--- src/rtl/sbmp_pkg.sv ---
package sbmp_pkg;

  localparam logic [11:0] SBMP_OFS_PAUSE   = 12'h04E;
  localparam logic [11:0] SBMP_OFS_RESUME  = 12'h04F;
  localparam logic [11:0] SBMP_OFS_LINES   = 12'h054;
  localparam logic [11:0] SBMP_OFS_MOTOR   = 12'h060;
  localparam logic [11:0] SBMP_OFS_STEP    = 12'h061;
  localparam logic [11:0] SBMP_OFS_CURRENT = 12'h062;
  localparam logic [11:0] SBMP_OFS_MEM     = 12'h063;
  localparam logic [11:0] SBMP_OFS_STATUS  = 12'h064;
  localparam logic [11:0] SBMP_OFS_FILL    = 12'h065;

  // Byte address is four times the index
  localparam int SBMP_ADDR_SHIFT = 2;

  localparam logic [7:0]  SBMP_PAUSE_RST   = 8'hFF;
  localparam logic [7:0]  SBMP_RESUME_RST  = 8'h00;
  localparam logic [2:0]  SBMP_LINES_RST   = 3'h0;
  localparam logic [13:0] SBMP_STEP_RST    = 14'h0100;
  localparam logic [2:0]  SBMP_KICK_RST    = 3'h0;
  localparam logic [4:0]  SBMP_HOLD_RST    = 5'h00;

  localparam int SBMP_KB_SHIFT     = 10;
  localparam logic [9:0] SBMP_KB_LOW = 10'h3FF;
  localparam int SBMP_FILL_W       = 19;

  localparam int SBMP_MCLK_HZ      = 250_000_000;
  localparam int SBMP_PIX_DIV      = 24;
  localparam int SBMP_USTEP_PER_FS = 4;

  // Motor control register fields
  localparam int SBMP_MC_CMD   = 0;
  localparam int SBMP_MC_FWD   = 2;
  localparam int SBMP_MC_MSTEP = 3;
  // Current register fields
  localparam int SBMP_CU_KICK  = 0;
  localparam int SBMP_CU_HOLD  = 8;
  // Memory register fields
  localparam int SBMP_ME_SIZE  = 0;
  localparam int SBMP_ME_600   = 2;

  localparam logic [18:0] SBMP_KB64  = 19'h10000;
  localparam logic [18:0] SBMP_KB128 = 19'h20000;
  localparam logic [18:0] SBMP_KB256 = 19'h40000;
  localparam logic [18:0] SBMP_COEF300 = 19'h04000;
  localparam logic [18:0] SBMP_COEF600 = 19'h08000;

  typedef enum logic [1:0] {
    SBMP_CMD_IDLE = 2'b00,
    SBMP_CMD_SCAN = 2'b01,
    SBMP_CMD_FEED = 2'b10,
    SBMP_CMD_RSV  = 2'b11
  } sbmp_cmd_t;

  // DAC current levels
  typedef enum logic [1:0] {
    SBMP_DAC_OFF  = 2'b00,
    SBMP_DAC_HOLD = 2'b01,
    SBMP_DAC_RUN  = 2'b10,
    SBMP_DAC_KICK = 2'b11
  } sbmp_dac_t;

  typedef enum logic [1:0] {
    SBMP_MS_IDLE = 2'b00,
    SBMP_MS_RUN  = 2'b01,
    SBMP_MS_HOLD = 2'b10,
    SBMP_MS_OFF  = 2'b11
  } sbmp_mstate_t;

  typedef struct packed {
    logic a;
    logic b;
    logic a_n;
    logic b_n;
  } sbmp_phase_t;

  typedef struct packed {
    logic [11:0] paddr;
    logic        psel;
    logic        penable;
    logic        pwrite;
    logic [31:0] pwdata;
  } sbmp_apb_req_t;

endpackage

--- src/rtl/sbmp_top.sv ---
// The APB slave port was left to the implementer.
`timescale 1ns/100ps
module sbmp_top
  import sbmp_pkg::*;
(
  // Clock and reset
  input  wire logic          clk_i,
  input  wire logic          resetn_i,
  // APB slave
  input  wire sbmp_apb_req_t apb_i,
  output logic [31:0]        prdata_o,
  output logic               pready_o,
  output logic               pslverr_o,
  // Pixel byte stream into memory and out to host
  input  wire logic          wr_byte_i,
  input  wire logic          rd_byte_i,
  // Line boundary from sensor timing
  input  wire logic          line_end_i,
  // Motor drive
  output sbmp_phase_t        phase_o,
  output sbmp_dac_t          dac_o,
  output logic               paused_o
);

  logic [7:0]             pause_level;
  logic [7:0]             resume_level;
  logic [2:0]             lines_after_halt;
  logic [3:0]             motor_ctl;
  logic [13:0]            microstep_interval;
  logic [2:0]             kick_steps;
  logic [4:0]             hold_steps;
  logic [2:0]             mem_cfg;
  logic [SBMP_FILL_W-1:0] fill;
  logic                   pause_req;
  logic                   motor_stop;
  logic [3:0]             lines_left;
  logic [4:0]             pix_cnt;
  logic                   pix_tick;
  logic [13:0]            ustep_cnt;
  logic                   ustep_tick;
  logic [1:0]             usub;
  logic [1:0]             fs_pos;
  logic [4:0]             cur_cnt;
  sbmp_mstate_t           mstate;
  sbmp_dac_t              dac_lvl;
  logic                   wr_en;
  logic                   rd_en;
  logic [9:0]             idx;
  logic [18:0]            capacity;
  logic [18:0]            mem_bytes;
  logic [SBMP_FILL_W-1:0] pause_fill;
  logic [SBMP_FILL_W-1:0] resume_fill;
  logic                   moving;
  logic                   run_cmd;

  assign idx   = apb_i.paddr[11:SBMP_ADDR_SHIFT];
  assign wr_en = apb_i.psel && apb_i.penable && apb_i.pwrite;
  assign rd_en = apb_i.psel && !apb_i.pwrite;
  assign pready_o  = 1'b1;
  assign pslverr_o = 1'b0;

  // Register writes
  always_ff @(posedge clk_i or negedge resetn_i) begin
    if (!resetn_i) begin
      pause_level        <= SBMP_PAUSE_RST;
      resume_level       <= SBMP_RESUME_RST;
      lines_after_halt   <= SBMP_LINES_RST;
      motor_ctl          <= 4'h0;
      microstep_interval <= SBMP_STEP_RST;
      kick_steps         <= SBMP_KICK_RST;
      hold_steps         <= SBMP_HOLD_RST;
      mem_cfg            <= 3'h0;
    end else if (wr_en) begin
      case (idx)
        SBMP_OFS_PAUSE[9:0]:   pause_level <= apb_i.pwdata[7:0];
        SBMP_OFS_RESUME[9:0]:  resume_level <= apb_i.pwdata[7:0];
        SBMP_OFS_LINES[9:0]:   lines_after_halt <= apb_i.pwdata[2:0];
        SBMP_OFS_MOTOR[9:0]:   motor_ctl <= apb_i.pwdata[3:0];
        SBMP_OFS_STEP[9:0]:    microstep_interval <= apb_i.pwdata[13:0];
        SBMP_OFS_CURRENT[9:0]: begin
          kick_steps <= apb_i.pwdata[SBMP_CU_KICK +: 3];
          hold_steps <= apb_i.pwdata[SBMP_CU_HOLD +: 5];
        end
        SBMP_OFS_MEM[9:0]:     mem_cfg <= apb_i.pwdata[2:0];
        default: ;
      endcase
    end
  end

  // Memory size less coefficient area
  always_comb begin
    case (mem_cfg[SBMP_ME_SIZE +: 2])
      2'b00:   mem_bytes = SBMP_KB64;
      2'b01:   mem_bytes = SBMP_KB128;
      default: mem_bytes = SBMP_KB256;
    endcase
    capacity = mem_bytes - (mem_cfg[SBMP_ME_600] ? SBMP_COEF600 : SBMP_COEF300);
  end

  // Register reads, zero-wait
  always_ff @(posedge clk_i or negedge resetn_i) begin
    if (!resetn_i) begin
      prdata_o <= 32'h0000_0000;
    end else if (rd_en && !apb_i.penable) begin
      case (idx)
        SBMP_OFS_PAUSE[9:0]:   prdata_o <= {24'h0, pause_level};
        SBMP_OFS_RESUME[9:0]:  prdata_o <= {24'h0, resume_level};
        SBMP_OFS_LINES[9:0]:   prdata_o <= {29'h0, lines_after_halt};
        SBMP_OFS_MOTOR[9:0]:   prdata_o <= {28'h0, motor_ctl};
        SBMP_OFS_STEP[9:0]:    prdata_o <= {18'h0, microstep_interval};
        SBMP_OFS_CURRENT[9:0]: prdata_o <= {19'h0, hold_steps, 5'h0, kick_steps};
        SBMP_OFS_MEM[9:0]:     prdata_o <= {13'h0, capacity};
        SBMP_OFS_STATUS[9:0]:  prdata_o <= {24'h0, mstate, dac_lvl, fs_pos, motor_stop, pause_req};
        SBMP_OFS_FILL[9:0]:    prdata_o <= {13'h0, fill};
        default:               prdata_o <= 32'h0000_0000;
      endcase
    end
  end

  // Buffer fill level
  always_ff @(posedge clk_i or negedge resetn_i) begin
    if (!resetn_i) begin
      fill <= '0;
    end else if (wr_byte_i != rd_byte_i) begin
      fill <= wr_byte_i ? fill + 19'd1 : fill - 19'd1;
    end
  end

  assign pause_fill  = {1'b0, pause_level, 10'h000};
  assign resume_fill = {1'b0, resume_level, SBMP_KB_LOW};

  // Pause and resume handshake
  always_ff @(posedge clk_i or negedge resetn_i) begin
    if (!resetn_i) begin
      pause_req <= 1'b0;
    end else if (!pause_req && fill == pause_fill) begin
      pause_req <= 1'b1;
    end else if (pause_req && fill == resume_fill) begin
      pause_req <= 1'b0;
    end
  end

  // Motor stops once current line and extra lines are done
  always_ff @(posedge clk_i or negedge resetn_i) begin
    if (!resetn_i) begin
      motor_stop <= 1'b0;
      lines_left <= 4'h0;
    end else if (!pause_req) begin
      motor_stop <= 1'b0;
      lines_left <= {1'b0, lines_after_halt} + 4'h1;
    end else if (line_end_i && lines_left != 4'h0) begin
      lines_left <= lines_left - 4'h1;
    end else if (lines_left == 4'h0) begin
      motor_stop <= 1'b1;
    end
  end
  assign paused_o = pause_req;

  // Pixel period divider
  always_ff @(posedge clk_i or negedge resetn_i) begin
    if (!resetn_i) begin
      pix_cnt <= 5'h00;
    end else if (pix_cnt == 5'(SBMP_PIX_DIV - 1)) begin
      pix_cnt <= 5'h00;
    end else begin
      pix_cnt <= pix_cnt + 5'h01;
    end
  end
  assign pix_tick = pix_cnt == 5'(SBMP_PIX_DIV - 1);

  assign run_cmd = motor_ctl[SBMP_MC_CMD +: 2] != SBMP_CMD_IDLE;
  assign moving  = run_cmd && !motor_stop;

  // Microstep interval counter, also paces the hold timeout
  always_ff @(posedge clk_i or negedge resetn_i) begin
    if (!resetn_i) begin
      ustep_cnt <= 14'h0000;
    end else if (!moving && mstate != SBMP_MS_HOLD) begin
      ustep_cnt <= 14'h0000;
    end else if (pix_tick) begin
      ustep_cnt <= (ustep_cnt + 14'h0001 >= microstep_interval) ? 14'h0000 : ustep_cnt + 14'h0001;
    end
  end
  assign ustep_tick = moving && pix_tick && (ustep_cnt + 14'h0001 >= microstep_interval);

  // Microstep and full step position
  always_ff @(posedge clk_i or negedge resetn_i) begin
    if (!resetn_i) begin
      usub   <= 2'h0;
      fs_pos <= 2'h0;
    end else if (ustep_tick) begin
      usub <= usub + 2'h1;
      if (usub == 2'(SBMP_USTEP_PER_FS - 1)) begin
        fs_pos <= motor_ctl[SBMP_MC_FWD] ? fs_pos + 2'h1 : fs_pos - 2'h1;
      end
    end
  end

  // Current state machine
  always_ff @(posedge clk_i or negedge resetn_i) begin
    if (!resetn_i) begin
      mstate  <= SBMP_MS_IDLE;
      dac_lvl <= SBMP_DAC_OFF;
      cur_cnt <= 5'h00;
    end else if (!run_cmd) begin
      mstate  <= SBMP_MS_IDLE;
      dac_lvl <= SBMP_DAC_OFF;
    end else begin
      case (mstate)
        SBMP_MS_IDLE, SBMP_MS_OFF: begin
          if (moving) begin
            mstate  <= SBMP_MS_RUN;
            cur_cnt <= {2'h0, kick_steps};
            dac_lvl <= (kick_steps != 3'h0) ? SBMP_DAC_KICK : SBMP_DAC_RUN;
          end
        end
        SBMP_MS_RUN: begin
          if (!moving) begin
            mstate  <= (hold_steps != 5'h00) ? SBMP_MS_HOLD : SBMP_MS_OFF;
            dac_lvl <= (hold_steps != 5'h00) ? SBMP_DAC_HOLD : SBMP_DAC_OFF;
            cur_cnt <= hold_steps;
          end else if (ustep_tick && usub == 2'h3 && dac_lvl == SBMP_DAC_KICK) begin
            if (cur_cnt == 5'h01) begin
              dac_lvl <= SBMP_DAC_RUN;
            end
            cur_cnt <= cur_cnt - 5'h01;
          end
        end
        SBMP_MS_HOLD: begin
          if (moving) begin
            mstate  <= SBMP_MS_RUN;
            dac_lvl <= SBMP_DAC_RUN;
          end else if (pix_tick && (ustep_cnt + 14'h0001 >= microstep_interval)) begin
            if (cur_cnt <= 5'h01) begin
              mstate  <= SBMP_MS_OFF;
              dac_lvl <= SBMP_DAC_OFF;
            end
            cur_cnt <= cur_cnt - 5'h01;
          end
        end
        default: mstate <= SBMP_MS_IDLE;
      endcase
    end
  end

  // Square-wave quadrature phases
  always_ff @(posedge clk_i or negedge resetn_i) begin
    if (!resetn_i) begin
      phase_o <= '0;
    end else if (!run_cmd || mstate == SBMP_MS_OFF || mstate == SBMP_MS_IDLE) begin
      phase_o <= '0;
    end else begin
      phase_o.a   <= !fs_pos[1];
      phase_o.a_n <= fs_pos[1];
      phase_o.b   <= !(fs_pos[1] ^ fs_pos[0]);
      phase_o.b_n <= fs_pos[1] ^ fs_pos[0];
    end
  end
  assign dac_o = dac_lvl;

endmodule

--- config.mk ---
export PLATFORM = sky130hd
export DESIGN_NAME = sbmp_top
export DESIGN_NICKNAME = d
export VERILOG_FILES = /design/src/rtl/sbmp_pkg.sv /design/src/rtl/sbmp_top.sv
export SDC_FILE = /design/constraint.sdc
export NUM_CORES = 1
export LEC_CHECK = 0
export BUFFER_PORTS_ARGS = -buffer_cell sky130_fd_sc_hd__buf_2
export CAP_MARGIN = 40
export CORE_MARGIN = 5
export CORE_UTILIZATION = 64
export DETAILED_ROUTE_END_ITERATION = 6
export GPL_TIMING_DRIVEN = 0
export MAX_ROUTING_LAYER = met4
export PLACE_DENSITY_LB_ADDON = 0.12
export SETUP_SLACK_MARGIN = 0.3
export SLEW_MARGIN = 10
export SYNTH_ARGS = -nofsm -noshare
export SYNTH_HDL_FRONTEND = slang
export SYNTH_SLANG_ARGS = --single-unit
--- constraint.sdc ---
create_clock -name clk_i -period 8.2 [get_ports clk_i]
set_input_delay 1.64 -clock clk_i [delete_from_list [all_inputs] [get_ports clk_i]]
set_output_delay 1.64 -clock clk_i [all_outputs]
set_load 0.02 [all_outputs]
* Yosys cells after proc, flatten, opt, wreduce, memory -nomap -nowiden
Cells that the tools add are included.
** Word-level totals
- Register bits :: 141
- Bits of input ports :: 52
- Output and inout port bits :: 41
- Logic and storage cells :: 160
** Cells by class
- Add/subtract/negate cells :: 11
- $lt $le $gt $ge :: 2
- Eq/ne operators :: 34
- Multiplexer cells :: 42
- Bitwise logic cells :: 1
- Reduce and logical (&&, ||, !) cells :: 46
** Operators by type and width (count)
- $pmux 19 s9 :: 1
- $eq 10x7->1 const B :: 9
- $mux 14 :: 3
- $eq 19x18->1 :: 2
- $pmux 19 s2 :: 1
- $mux 2 :: 15
- $mux 5 :: 6
- $add 19x1->19 const B :: 1
- $mux 19 :: 1
- $sub 19x1->19 const B :: 1
- $sub 19x16->19 :: 1
- $reduce_and 2->1 :: 9
- $mux 16 :: 1
- $ne 4x4->1 const B :: 4
- $pmux 5 s3 :: 1
- $add 14x1->14 const B :: 1
- $ge 14x14->1 :: 1
- $logic_and 1x1->1 :: 14
- $mux 4 :: 3
- $pmux 2 s3 :: 2
- $ne 2x2->1 const B :: 5
- $reduce_and 5->1 :: 2
- $ne 3x3->1 const B :: 3
- $eq 2x2->1 const B :: 4
- other kinds (24) :: 45

* Longest topological paths before layout
- Word-level depth :: 10
- Depth in mapped cells :: 15
- Mapped depth without buffers :: 15

* Worst setup path after synthesis
Ideal clock, no wire load.
- Path type :: input to register
- From :: in wr_byte_i
- To :: reg fill[15]
- Setup time :: 126 ps
- Arrival :: 4006 ps
- Required time :: 8074 ps
- Path slack :: 4068 ps
- Stages on the path :: 10
- Path buffers :: 0
- Path through :: inv_1 > ha_1 > a211oi_2 > nor2_1 > or3_1 > a21bo_1 > o41a_1 > a31oi_1 > nor4b_1 > a311o_1
** On the way
- Word-level cells in the longest chain between the ends :: 1
- Elaborated cells between the ends (all ways) :: 2
- Those cells by class :: 1 x eq/ne; 1 x mux
** Ends and longest elaborated chain
- from (decl) :: line sbmp_top.sv:15 : input wire logic wr_byte_i,
- $mux 19 or $ne 1x1->1 (tied branches) :: line sbmp_top.sv:125, sbmp_top.sv:124
- to (signal assigned) :: line sbmp_top.sv:125 : fill <= wr_byte_i ? fill + 19'd1 : fill - 19'd1;
- to (decl) :: line sbmp_top.sv:33 : logic [SBMP_FILL_W-1:0] fill;
Parallel ways exist; a longest one is shown, timed or not.
A chain may end at the register's enable or synchronous reset.

* Final worst setup path
Same ends and word-level chain as after synthesis.

==> qor.yml <==
status:
  status: "finished, violations left"
  violations: "DRC"
sta:
  rsz0062_at_grt: "false"
  finalCritPeriodShare_pct: 52.1
  setup_violations: 0
  relSlewSlack_pct: 42.7
  timing.fmax_mhz: 234
  skew_ns: 0.00894
  fin_crit_ns: 4.27
  hold_slack_ns: 0.465
  hold_violations: 0
  slew_viol_final: 0
  worstMarginPinSlew_ns: 0.852
  final.setup.tns_ns: 0
clock_tree:
  clkSlewWorstSetupHoldPaths_ns: 0.05
  cts_max_level: 4
  cts_buffers: 17
  cts_buffer_depth: 2
  cts_tree: "built"
  cts.repair.resized: 0
  post_cts.repair.setup_buffers: 0
  clkSinkCount: 128
  cts-hold-fix-buffers: 0
  insertion_delay_ns: 0.43
  cts-root-buf: "clkbuf_16"
die:
  fp.dieW_um: 120
  die_area_um2: 14300
  fp.dieH_um: 120
  initial_utilization_pct: 64.5
  num_rows: 40
  coreArea_um2: 11900
  io_pins: 93
detailed_routing:
  postRouteAntennaNets: 0
  viasPerCell: 6.17
  drtIter0Drc: 589
  routed_wl_mm: 19.5
  drc: 2
  drt_pass1_iterations: 7
  vias: 6386
  routedWlPerCell_um: 18.8
power_and_ir_drop:
  p_leak_uw: 0.00424
  ir_worst_vdd_uv: 167
  powerDensity_nw_per_um2: 235
  power_uw: 2070
yosys:
  syn_inst: 784
  avgSynthCellArea_um2: 9.80
  synth_top_family_by_area: "simple AND/OR/NAND/NOR gates"
  synth_edf_count: 0
  syn_area_um2: 7680
  synth_fa_ha_area_share_pct: 7.10
  yosysWarningCount: 0
  yosys.area_share.simple_pct: 15.1
  synthXorXnorAreaFrac_pct: 6.50
  async_flop_share_pct: 100
  synthFlopType: "dfrtp_1"
  synth_mux_area_share_pct: 10.8
  synth-seq-area-share_pct: 41.8
  synth_compound_area_share_pct: 14.2
  ys_ff_latch: 128
  yosys.cell_types.count: 64
worst_setup_path:
  required_ns: 8.50
  arrival_ns: 4.58
  r2r_cells: 15
  start_kind: "primary input"
  end_kind: "register"
  worstSetupPathType: "primary input to register"
  crit_fanout: 18
placed_design:
  port_buffers: 56
  place_area_um2: 8240
  gp_congestion: 0.918
  hpwl_mm: 14.5
global_routing:
  antenna_found_initial: 0
  grt_pass1_vias: 6312
  overflow: 0
  grt_pass1_wl_mm: 31.4
  grt_use_total_pct: 28.7
  grt_max_degree: 66
cells_and_area:
  final_layout_size_suffix_gt1_share_pct: 20.4
  antenna_cells: 0
  syn_to_final_growth_pct: 15.0
  nets: 970
  design_area_um2: 8840
worst_hold_path:
  hold_class: "register to register"
  whs_path_depth: 1
job:
  drv_cap: 0
-- final timing paths --
path,start,to,slack [ns]
max,wr_byte_i,fill[15],3.93
max reg2reg,ustep_cnt[0],cur_cnt[3],4.34
min in group asynchronous,resetn_i,phase_o[1],1.19
max in group asynchronous,resetn_i,pause_level[0],6.26
min,pix_cnt[0],pix_cnt[0],0.47
min reg2reg,pix_cnt[0],pix_cnt[0],0.47
-- flip-flops by register name, summed over array words and instances, names as in the netlist --
name,flops
lines_after_halt,3
pix_cnt,5
resume_level,8
mem_cfg,3
prdata_o,19
dac_o,2
microstep_interval,14
paused_o,1
usub,2
kick_steps,3
motor_stop,1
motor_ctl,4
fill,19
pause_level,8
ustep_cnt,14
fs_pos,2
phase_o,4
lines_left,4
mstate,2
hold_steps,5
cur_cnt,5
-- routing by layer --
layer	part of all wire, %	vias up	wire length [um]	track usage (%)
met4	3.2	0	617	11.2
met2	50	242	9710	48.3
met1	41	3119	7990	34.6
met5	0	-	0	-
li1	-	2972	-	-
met3	5.9	53	1160	5.18
-- metrics by stage --
step                utilization, %  setup slack [ns]  cells
global route                  74.2              3.75   1035
floorplan                        -              4.07    797
global placement              68.8              3.56   1000
detailed placement            69.2              3.49   1003
CTS                           74.2              3.93   1035
finish                        74.2              3.93   1035
-- final cells by class --
type,instances,area [um^2]
clock buffer,21,460
tap,147,184
multi-input combinational,601,4190
fill,864,3070
buffer,39,219
inverter,29,109
timing repair buffer,59,324
clock inverter,11,138
sequential,128,3210
-- worst max-delay path: stages --
cell and delay, ns:
buf_2 0.13, inv_1 0.50, ha_1 0.37, a211oi_2 0.22
nor2_1 0.09, or3_1 0.35, a21bo_1 0.23, o41a_1 0.36
a31oi_1 0.28, nor4b_1 0.09, a311o_1 0.30
-- report_power, final --
group	total, uW	switching (uW)	leakage (uW)	internal (uW)
registers	796	110	0.00169	686
logic	515	281	0.00225	234
clock network	763	273	0.000289	490
-- kinds of logic (layout without fill, tap and decap cells) --
group                    Yosys count  after routing
AO/OA/AOI/OAI                    172            172
XOR/XNOR                          57             57
adder cells (fa/ha/maj)           43             43
buffers and inverters             68            159
flip-flops                       128            128
multiplexers                      75             75
other                              2             15
AND/OR/NAND/NOR                  239            239
-- cells in the mapped netlist, drive strengths merged, types with 9 or more instances --
cell | number | area, um^2
dfrtp | 119 | 2980
nand2 | 73 | 274
nor2 | 67 | 251
o21ai | 63 | 315
mux2 | 54 | 608
ha | 42 | 526
a21oi | 38 | 190
xnor2 | 32 | 280
inv | 29 | 109
xor2 | 25 | 219
clkbuf | 20 | 75.1
mux2i | 20 | 200
nand3 | 20 | 100
buf | 19 | 144
a21o | 14 | 105
nand2b | 11 | 68.8
nor3 | 10 | 60.1
dfstp | 9 | 236
nor2b | 9 | 56.3
-- cells in the final DEF, fill, tap and decap left out, types with 17 or more instances in the layout --
| cell | count |
|---|---|
| xor2_1 | 25 |
| mux2i_1 | 20 |
| inv_1 | 29 |
| dfrtp_1 | 119 |
| o21ai_0 | 60 |
| clkbuf_1 | 22 |
| a21oi_1 | 38 |
| xnor2_1 | 32 |
| ha_1 | 42 |
| nor2_1 | 67 |
| mux2_2 | 54 |
| nand2_1 | 73 |
| nand3_1 | 20 |
| buf_2 | 58 |
| clkbuf_16 | 17 |
Note: power is estimated with default switching activity, not from simulation.
